===== src/design/wds_consts.svh =====
`ifndef WDS_CONSTS_SVH
`define WDS_CONSTS_SVH
// register map (word index of the plain register port)
`define WDS_ADDR_PRESCALE 4'h0
`define WDS_ADDR_STATUS 4'h1
`define WDS_ADDR_ID0 4'h4
// prescale_config fields and reset value
`define WDS_PRESCALE_RESET 6'h3F
`define WDS_PSA_BIT 3
`define WDS_RATIO_MSB 2
// status read layout
`define WDS_TO_BIT 4
`define WDS_PD_BIT 3
// identification locations
`define WDS_ID_COUNT 4
`define WDS_ID_WIDTH 12
// timing: 18 ms nominal at 10 MHz
`define WDS_TIMEOUT_MS 18
`define WDS_CLK_HZ 10000000
`define WDS_TIMEOUT_CYC ((`WDS_TIMEOUT_MS * `WDS_CLK_HZ) / 1000)
`endif


===== src/design/wds_pkg.sv =====
package wds_pkg;
  typedef enum logic [1:0] {
    WDS_RUN = 2'b00,
    WDS_SLEEP = 2'b01,
    WDS_HOLD = 2'b10
  } wds_state_e;
  typedef logic [5:0] wds_prescale_t;
endpackage


===== src/design/wds_watchdog.sv =====
// The register offsets and the strobed register port were decided locally.
`timescale 1ns/1ps
`default_nettype none
`include "wds_consts.svh"
// Overview of operation
// - watchdog ticks from own oscillator, also asleep
// - timeout gives full device reset always
// - watchdog reset clears timeout flag
// - fuse at zero disables watchdog entirely
// - nominal 18 ms period without prescaler
// - prescaler up to 1:128 when assigned
// - kick clears counter and assigned prescaler
// - sleep clears counter and assigned prescaler
// - six-bit prescale config, ones on reset
// - flag pair encodes last reset cause
// - only four events change the flags
// - pin reset leaves flags unchanged
// - timeout and sleep ignore flag values
// - sleep stops oscillator, pins hold state
// - watchdog reset never drives reset pin
// - wake only by pin or timeout, resets
// - counter cleared on every wake-up
// - programmer reads memory while unprotected
// - four id words, program mode only
// - timeout also starts reset hold timer
module wds_watchdog
  import wds_pkg::*;
#(
  parameter int TIMEOUT_CYC = `WDS_TIMEOUT_CYC,
  parameter int HOLD_CYC = `WDS_TIMEOUT_CYC
) (
  input wire logic clk_in,
  input wire logic rst_in,
  input wire logic wdt_osc_tick_in,
  input wire logic master_clear_n_in,
  input wire logic watchdog_enable_fuse_in,
  input wire logic code_protect_n_in,
  input wire logic program_mode_in,
  input wire logic kick_instruction_in,
  input wire logic sleep_instruction_in,
  input wire logic [3:0] addr_in,
  input wire logic [11:0] wdata_in,
  input wire logic wr_in,
  input wire logic rd_in,
  output logic [11:0] rdata_out,
  output logic cpu_reset_out,
  output logic osc_driver_en_out,
  output logic pin_hold_out,
  output logic master_clear_oe_out,
  output logic verify_read_en_out,
  output logic timeout_flag_out,
  output logic powerdown_flag_out
);
  // ---------------------------------------------------------------
  // input synchronisers
  // ---------------------------------------------------------------
  logic [1:0] tick_sync;
  logic [1:0] master_clear_pin_sync;
  // fuse and mode pins are static in use but still arrive as pins
  logic [1:0] fuse_sync;
  logic [1:0] prog_sync;
  logic [1:0] unprot_sync;
  logic tick_seen;
  always_ff @(posedge clk_in or posedge rst_in) begin
    if (rst_in) begin
      tick_sync <= 2'h0;
      master_clear_pin_sync <= 2'h3;
      fuse_sync <= 2'h0;
      prog_sync <= 2'h0;
      unprot_sync <= 2'h0;
      tick_seen <= 1'b0;
    end else begin
      tick_sync <= {tick_sync[0], wdt_osc_tick_in};
      master_clear_pin_sync <= {master_clear_pin_sync[0], master_clear_n_in};
      fuse_sync <= {fuse_sync[0], watchdog_enable_fuse_in};
      prog_sync <= {prog_sync[0], program_mode_in};
      unprot_sync <= {unprot_sync[0], code_protect_n_in};
      tick_seen <= tick_sync[1];
    end
  end
  // one pulse per rising edge of the slow oscillator tick
  wire osc_edge = tick_sync[1] & ~tick_seen;
  wire master_clear_pin_low = ~master_clear_pin_sync[1];
  wire fuse_on = fuse_sync[1];
  wire prog_mode = prog_sync[1];
  wire unprotected = unprot_sync[1];

  // ---------------------------------------------------------------
  // prescale config and state
  // ---------------------------------------------------------------
  wds_prescale_t prescale_config;
  wds_state_e state;
  wds_state_e next_state;
  logic [31:0] wdt_count;
  logic [6:0] post_count;
  logic [31:0] hold_count;
  logic timeout_flag;
  logic powerdown_flag;
  logic expire;
  logic [`WDS_ID_WIDTH-1:0] id_mem [`WDS_ID_COUNT];

  function automatic logic [6:0] ratio_mask(input logic [2:0] r);
    ratio_mask = 7'(({7'h0, 1'b1} << r) - 8'h1);
  endfunction

  // read-side image of the two reset cause flags
  function automatic logic [11:0] status_word(input logic to_bit, input logic pd_bit);
    logic [11:0] word;
    word = 12'h000;
    word[`WDS_TO_BIT] = to_bit;
    word[`WDS_PD_BIT] = pd_bit;
    return word;
  endfunction

  wire prescaler_assign = prescale_config[`WDS_PSA_BIT];
  wire [2:0] ratio = prescale_config[`WDS_RATIO_MSB:0];
  wire in_reset = (state == WDS_HOLD);
  wire wdt_clear = kick_instruction_in | sleep_instruction_in | in_reset;

  always_ff @(posedge clk_in or posedge rst_in) begin
    if (rst_in) begin
      prescale_config <= `WDS_PRESCALE_RESET;
    end else if (in_reset) begin
      prescale_config <= `WDS_PRESCALE_RESET;
    end else if (wr_in && addr_in == `WDS_ADDR_PRESCALE) begin
      prescale_config <= wdata_in[5:0];
    end
  end

  // ---------------------------------------------------------------
  // watchdog counter and postscaler
  // ---------------------------------------------------------------
  always_ff @(posedge clk_in or posedge rst_in) begin
    if (rst_in) begin
      wdt_count <= 32'h0;
      post_count <= 7'h0;
      expire <= 1'b0;
    end else begin
      expire <= 1'b0;
      if (!fuse_on) begin
        wdt_count <= 32'h0;
        post_count <= 7'h0;
      end else if (wdt_clear) begin
        wdt_count <= 32'h0;
        if (prescaler_assign) begin
          post_count <= 7'h0;
        end
      end else if (osc_edge) begin
        if (wdt_count >= 32'(TIMEOUT_CYC - 1)) begin
          wdt_count <= 32'h0;
          if (!prescaler_assign || post_count == ratio_mask(ratio)) begin
            post_count <= 7'h0;
            expire <= 1'b1;
          end else begin
            post_count <= post_count + 7'h1;
          end
        end else begin
          wdt_count <= wdt_count + 32'h1;
        end
      end
    end
  end

  // ---------------------------------------------------------------
  // sleep and reset sequencing
  // ---------------------------------------------------------------
  always_comb begin
    next_state = state;
    case (state)
      WDS_RUN: begin
        if (expire || master_clear_pin_low) begin
          next_state = WDS_HOLD;
        end else if (sleep_instruction_in) begin
          next_state = WDS_SLEEP;
        end
      end
      WDS_SLEEP: begin
        if (expire || master_clear_pin_low) begin
          next_state = WDS_HOLD;
        end
      end
      WDS_HOLD: begin
        if (!master_clear_pin_low && hold_count >= 32'(HOLD_CYC - 1)) begin
          next_state = WDS_RUN;
        end
      end
      default: begin
        next_state = WDS_HOLD;
      end
    endcase
  end

  always_ff @(posedge clk_in or posedge rst_in) begin
    if (rst_in) begin
      state <= WDS_HOLD;
      hold_count <= 32'h0;
    end else begin
      state <= next_state;
      if (next_state != WDS_HOLD || master_clear_pin_low || (state != WDS_HOLD)) begin
        hold_count <= 32'h0;
      end else begin
        hold_count <= hold_count + 32'h1;
      end
    end
  end

  // ---------------------------------------------------------------
  // reset cause flags
  // ---------------------------------------------------------------
  always_ff @(posedge clk_in or posedge rst_in) begin
    if (rst_in) begin
      timeout_flag <= 1'b1;
      powerdown_flag <= 1'b1;
    end else if (expire) begin
      timeout_flag <= 1'b0;
    end else if (in_reset) begin
      timeout_flag <= timeout_flag;
    end else if (sleep_instruction_in) begin
      timeout_flag <= 1'b1;
      powerdown_flag <= 1'b0;
    end else if (kick_instruction_in) begin
      timeout_flag <= 1'b1;
      powerdown_flag <= 1'b1;
    end
  end

  // ---------------------------------------------------------------
  // id words and register reads
  // ---------------------------------------------------------------
  wire [1:0] id_idx = 2'(addr_in - `WDS_ADDR_ID0);
  // upper bound keeps higher addresses from aliasing onto the id words
  wire id_hit = (addr_in >= `WDS_ADDR_ID0) && (addr_in < 4'(`WDS_ADDR_ID0 + `WDS_ID_COUNT))
    && prog_mode;

  always_ff @(posedge clk_in) begin
    if (wr_in && id_hit) begin
      id_mem[id_idx] <= wdata_in;
    end
  end

  always_ff @(posedge clk_in or posedge rst_in) begin
    if (rst_in) begin
      rdata_out <= 12'h000;
    end else if (rd_in) begin
      if (addr_in == `WDS_ADDR_STATUS) begin
        rdata_out <= status_word(timeout_flag, powerdown_flag);
      end else if (id_hit && addr_in < 4'(`WDS_ADDR_ID0 + `WDS_ID_COUNT)) begin
        rdata_out <= id_mem[id_idx];
      end else begin
        rdata_out <= 12'h000;
      end
    end else begin
      rdata_out <= 12'h000;
    end
  end

  // ---------------------------------------------------------------
  // registered outputs
  // ---------------------------------------------------------------
  always_ff @(posedge clk_in or posedge rst_in) begin
    if (rst_in) begin
      cpu_reset_out <= 1'b1;
      osc_driver_en_out <= 1'b1;
      pin_hold_out <= 1'b0;
      master_clear_oe_out <= 1'b0;
      verify_read_en_out <= 1'b0;
      timeout_flag_out <= 1'b1;
      powerdown_flag_out <= 1'b1;
    end else begin
      cpu_reset_out <= (next_state == WDS_HOLD);
      osc_driver_en_out <= (next_state != WDS_SLEEP);
      pin_hold_out <= (next_state == WDS_SLEEP);
      master_clear_oe_out <= 1'b0;
      verify_read_en_out <= prog_mode & unprotected;
      timeout_flag_out <= timeout_flag;
      powerdown_flag_out <= powerdown_flag;
    end
  end

  // ---------------------------------------------------------------
  // reset hold length monitor
  // ---------------------------------------------------------------
  // counts cycles spent with the core held in reset
  logic [31:0] reset_run;
  always_ff @(posedge clk_in or posedge rst_in) begin
    if (rst_in) begin
      reset_run <= 32'h0;
    end else if (cpu_reset_out) begin
      reset_run <= reset_run + 32'h1;
    end else begin
      reset_run <= 32'h0;
    end
  end
endmodule // wds_watchdog
`default_nettype wire


===== config.mk =====
export PLATFORM = sky130hd
export DESIGN_NAME = wds_watchdog
export DESIGN_NICKNAME = d
export VERILOG_FILES = /design/src/design/wds_pkg.sv /design/src/design/wds_watchdog.sv
export VERILOG_INCLUDE_DIRS = /design/src /design/src/design
export SDC_FILE = /design/constraint.sdc
export NUM_CORES = 1
export LEC_CHECK = 0
export ABC_AREA = 1
export ABC_CLOCK_PERIOD_IN_PS = 7020
export BUFFER_PORTS_ARGS = -buffer_cell sky130_fd_sc_hd__buf_2
export CAP_MARGIN = 20
export CORE_MARGIN = 3
export CORE_UTILIZATION = 60
export DETAILED_ROUTE_END_ITERATION = 16
export PLACE_DENSITY = 0.84
export RECOVER_POWER = 50
export SLEW_MARGIN = 20
export SYNTH_ARGS = -nofsm -noshare
export SYNTH_HDL_FRONTEND = slang
export SYNTH_SLANG_ARGS = --single-unit

===== constraint.sdc =====
create_clock -name clk_in -period 7.02 [get_ports clk_in]
set_input_delay 1.404 -clock clk_in [delete_from_list [all_inputs] [get_ports clk_in]]
set_output_delay 1.404 -clock clk_in [all_outputs]
set_load 0.1 [all_outputs]

-- Yosys cells after proc, flatten, opt, wreduce, memory -nomap -nowiden
Memories as Yosys holds them, arrays and structs flattened.
Index checks and enable logic that the tools add are counted.
Widths: inputs -> output; s select.
- register bits: 109
- bits in writable memories: 48
- input bits: 27
- output and inout bits: 19
- word-level logic and storage cells: 105
- memories: 1
- memories (memory ; words ; width ; read ports ; clocked after Yosys merged registers in ; wr ports ; line ; text):
    id_mem ; 4 ; 12 ; 1 ; 0 ; 1 ; wds_watchdog.sv:100 ; logic [`WDS_ID_WIDTH-1:0] id_mem [`WDS_ID_COUNT];
- add/subtract/negate cells: 5
- order comparisons: 4
- eq/ne operators: 13
- shifts and indexed selects: 1
- multiplexer cells: 33
- bitwise gates (word level): 8
- reduce and logical (&&, ||, !) cells: 19
- operators by type and width (kind ; count):
    $mux 32 ; 5
    $add 32x1->32 const B ; 2
    $ge 32x18->1 const B ; 2
    $mux 7 ; 6
    $mux 12 ; 3
    $mux 1 ; 12
    $mux 2 ; 4
    $mux 4 ; 2
    $add 7x1->7 const B ; 1
    $eq 7x7->1 ; 1
    $shl 1x3->7 const A ; 1
    $sub 7x1->7 const B ; 1
    $logic_and 1x1->1 ; 6
    $ne 2x2->1 const B ; 3
    $ne 3x1->1 const B ; 2
    $pmux 2 s3 ; 1
    $reduce_and 3->1 ; 2
    $eq 2x1->1 const B ; 2
    $eq 2x2->1 const B ; 2
    $eq 4x1->1 const B ; 1
    $ge 4x3->1 const B ; 1
    $logic_not 4->1 ; 1
    $logic_or 1x1->1 ; 4
    $lt 4x4->1 const B ; 1
    11 further kinds ; 17

-- Longest topological paths before layout
- depth in word-level cells: 9
- depth in mapped cells: 13
- mapped depth without buffers: 12

-- Worst setup path after synthesis
No wires, ideal clock.
- path type: input to register
- from: input addr_in[0]
- to: memory id_mem[1][0] (netlist name) (enable)
- library setup time: 0.380 ns
- arrival time: 2.223 ns
- data required time: 6.640 ns
- setup slack: 4.417 ns
- cell stages on the path: 3
- buffers on the path: 0
- cell sequence: inv_1 -> or2_1 -> nor2_1
- word-level cells in the longest chain between the ends: 6
- elaborated cells on any way between the ends: 8
- those cells by class: 1 x add/sub; 2 x order compare; 2 x mux; 3 x reduce/logical
- RTL lines (what ; line ; text):
    start, declared ; wds_watchdog.sv:41 ; input wire logic [3:0] addr_in,
    $ge 4x3->1 (no source line) or $lt 4x4->1 (tied branches) ; -- ;
    $logic_and 1x1->1 (2 in a row) ; wds_watchdog.sv:232 ; wire id_hit = (addr_in >= `WDS_ADDR_ID0) && (addr_in < 4'(`WDS_ADDR_ID0 + `WDS_ID_COUNT))
    $logic_and 1x1->1 ; wds_watchdog.sv:236 ; if (wr_in && id_hit) begin
    $mux 1 ; wds_watchdog.sv:236 ;
    $mux 1 (not written as such) ; wds_watchdog.sv:237 ; id_mem[id_idx] <= wdata_in;
    end, declared ; wds_watchdog.sv:100 ;
Several ways; a longest one is shown, not always the timed one.

-- Worst setup path after layout
- from: input sleep_instruction_in
- to: register post_count[0]
- word-level cells in the longest chain between the ends: 4
- elaborated cells on any way between the ends: 8
- those cells by class: 3 x eq/ne; 2 x mux; 2 x bitwise; 1 x reduce/logical
- RTL lines (what ; line ; text):
    start, declared ; wds_watchdog.sv:40 ; input wire logic sleep_instruction_in,
    $or 1x1->1 * (2 in a row) ; wds_watchdog.sv:118 ; wire wdt_clear = kick_instruction_in | sleep_instruction_in | in_reset;
    $ne 3x1->1 (no source line), or another cell as far along ; -- ;
    $reduce_and 3->1 (no source line) or $mux 7 (tied branches) ; -- ;
    end signal, assigned ; wds_watchdog.sv:155 ; post_count <= post_count + 7'h1;
    end, declared ; wds_watchdog.sv:95 ; logic [6:0] post_count;
Every way passes the cells marked *; elsewhere a longest branch is shown, timed or not.
A chain may end at the register's enable or synchronous reset.

==> results by group <==
Floorplan
  • Core box area: 10,460 um2
  • # IOs: 46
  • Chip Width: 110.3 um
  • Row count: 37
  • Die height: 110.3 um
  • Starting Density: 62.35%
  • Die Area: 12,160 um2

Layout
  • Share of cells above drive strength 1: 15.68%
  • Fill cell count: 746
  • Register Area: 4185 um2
  • Design area: 7351 um2
  • Final antenna diode count: 0
  • Multi-input gate area: 1934 um2
  • Post-route insts no fill: 812
  • Final net count: 693
  • Area growth syn-to-layout: 12.68%

Yosys
  • Async SR Flop Fraction: 69.43%
  • Biggest area consumer among synthesized cells: dfrtp_1
  • Post-synth EDFFs: 48
  • Avg Cell Area, Syn: 10.85 um2
  • Yosys reg bits: 157
  • Register area share after synthesis: 64.15%
  • Count leader, synth: dfrtp_1
  • Most area-consuming cells after synthesis: dfrtp_1, edfxtp_1, dfstp_2
  • Dominant synthesized flop cell: dfrtp_1
  • Synth warnings: 0
  • Top-area cell type share of the netlist area: 36.82%
  • Synthesized area: 6524 um2
  • Netlist cell types: 47
  • Synth cell count leaders: dfrtp_1, nor2_1, nand2_1
  • Mapped Cells: 601

Critical path
  • Worst R2R Start: state[0]
  • Critical path origin: sleep_instruction_in
  • WP data required: 7.39 ns
  • Maximum fanout along the worst path: 26
  • Worst Setup End Kind: flip-flop
  • Crit path DAT: 3.99 ns
  • Critical path class: in -> reg
  • Startpoint Class: input pin

Clock network
  • CTS tree: yes
  • Clock tree buffer depth: 2
  • Reg clk slew, reported paths: 0.06 ns
  • CTS Buf Count: 17
  • Clock Tree Root: clkbuf_8
  • Hold buffers post-CTS: 0
  • Post-CTS Setup Bufs: 0
  • Worst-skew pair later-pin latency: 0.52 ns
  • H-tree depth: 4
  • Clock Sink Count: 157
  • CTS-repair resized insts: 0

STA
  • Max Clock Skew: 0.006999 ns
  • Worst slew margin: -10.58%
  • Setup ws final: 3.404 ns
  • Worst-Margin Slew: 1.650 ns
  • Final Max Tran Viols: 39
  • Period utilisation layout: 51.51%
  • Setup TNS: 0 ns
  • Maximum clock rate: 276.5 MHz
  • Fin. Hold Viols: 0
  • RSZ-0062 raised after global routing: no
  • Min Tclk post-route: 3.616 ns
  • # setup viols final: 0

Flow run
  • MaxCap Viol Count: 1

Drt
  • Initial DRC Count: 341
  • Avg Vias per Cell: 5.419
  • WL final: 12.57 mm
  • Avg WL per Cell: 15.48 um
  • Via count: 4,400
  • DRC Markers: 0
  • Pre-antenna DRT Iters: 5
  • Antenna-violating nets left: 0

Place
  • Number of port buffers: 44
  • Post-Place Worst Slack: 3.302 ns
  • Instance area at placement: 6878 um2
  • Dpl cells: 780
  • GPL Wtd Cong: 0.8701
  • Hpwl dp: 8.060 mm

Power
  • Peak VDD IR: 0.1884 mV
  • Pwr/cell area: 269.6 nW/um2
  • Leak: 3.208 nW

Global routing
  • Global-route wire length before repair: 20.56 mm
  • Grt ovf: 0
  • Vias in the first global route: 4,476
  • Initial antenna violation count: 0
  • Largest net degree at the start of global routing: 73
  • GR Util All Layers: 22.22%

Min path
  • Min-Delay Path Class: reg -> reg
  • Worst Hold Launch: unprot_sync[0]

Status
  • Failing checks: max-capacitance violations, max-slew violations
  • Status: finished, violations left
[final timing paths]
check	to	slack [ns]	cells past startpoint
worst max-delay path	post_count[0]	3.40	7
worst min-delay path	unprot_sync[1]	0.35	0
worst max register to register	post_count[0]	4.16	7
min in group asynchronous	wdt_count[29]	1.27	2
worst min register to register	unprot_sync[1]	0.35	0
max in group asynchronous	pin_hold_out	4.20	3
[worst max-delay path, cell delays in order]
cell and delay [ns]:
clkbuf_1 0.12, nor2_1 0.20, nand2_2 0.09, nor2_1 0.53, nand2_1 0.70, nand3_1 0.74, o21ai_0 0.18
[report_power, final]
group / leakage (nW) / total (mW) / internal (mW) / switching (mW)
clock network: 0.282 / 0.883 / 0.511 / 0.371
logic: 1.07 / 0.121 / 0.0214 / 0.100
registers: 1.85 / 0.978 / 0.968 / 0.0101
total: 3.21 / 1.98 / 1.50 / 0.481
[cell families (layout without fill, tap and decap cells)]
group	after synthesis	in the layout	share of synthesized area (%)
AND/OR/NAND/NOR	263	263	19.68
flip-flops	157	157	64.15
buffers and inverters	89	150	5.715
AO/OA/AOI/OAI	58	58	5.792
XOR/XNOR	30	30	4.028
adder cells (fa/ha/maj)	3	3	0.5754
other	1	15	0.05748
[cells in the final DEF, fill, tap and decap left out, types with 3 or more instances in the layout]
master     instances
nor2_2             4
ha_1               3
o21ai_0           16
nand2_2            8
nand3_2            5
buf_2             31
dfstp_2           11
edfxtp_1          48
nand2_1           80
xnor2_1            6
clkbuf_16         16
a31oi_1           10
a22oi_1           10
inv_1             68
xor2_1            24
conb_1            15
o22ai_1            3
o21ai_2            4
inv_2              3
dfrtp_1           96
nor2_1            82
a21oi_1           11
nor4_1             3
nor3_1            12
nand4_1           15
inv_6              6
clkinv_4           3
clkbuf_1          13
nand3_1           43
[metrics by stage]
stage / hold slack, ns / power (mW) / util, %
6_report: 0.3532 / 1.982 / 70.26
5_1_grt: 0.3559 / 2.048 / 70.26
4_1_cts: 0.3557 / 2.002 / 71.23
3_5_place_dp: 0.3410 / 1.119 / 65.74
3_3_place_gp: 0.3333 / 1.115 / 65.74
2_1_floorplan: 0.3312 / 1.090 / -
[area by class of cell]
type	count	share of cell area [%]
Clock inverter	15	2.179
Tap cell	136	2.315
Timing Repair Buffer	45	2.877
Multi-Input combinational cell	369	26.31
Sequential cell	157	56.94
Inverter	73	3.745
Clock buffer	17	5.634
[layer usage]
metal	part of all wire (%)	GRT usage [%]	wire length, um	up-vias
met5	0	0	0	-
met4	2.7	10.11	338	0
met3	5.5	5.766	692	35
met2	52	38.52	6556	156
met1	40	25.97	4985	2121
li1	-	-	-	2088
[sequential cells by signal (all words and copies together) (netlist names)]
register	count
pin_hold_out	1
state	2
post_count	7
master_clear_pin_sync	2
cpu_reset_out	1
prog_sync	2
powerdown_flag_out	1
unprot_sync	2
fuse_sync	2
osc_driver_en_out	1
id_mem	48
timeout_flag	1
timeout_flag_out	1
powerdown_flag	1
rdata_out	12
hold_count	32
expire	1
tick_sync	2
tick_seen	1
verify_read_en_out	1
wdt_count	32
prescale_config	4
Power figures use the tool's default switching activity.
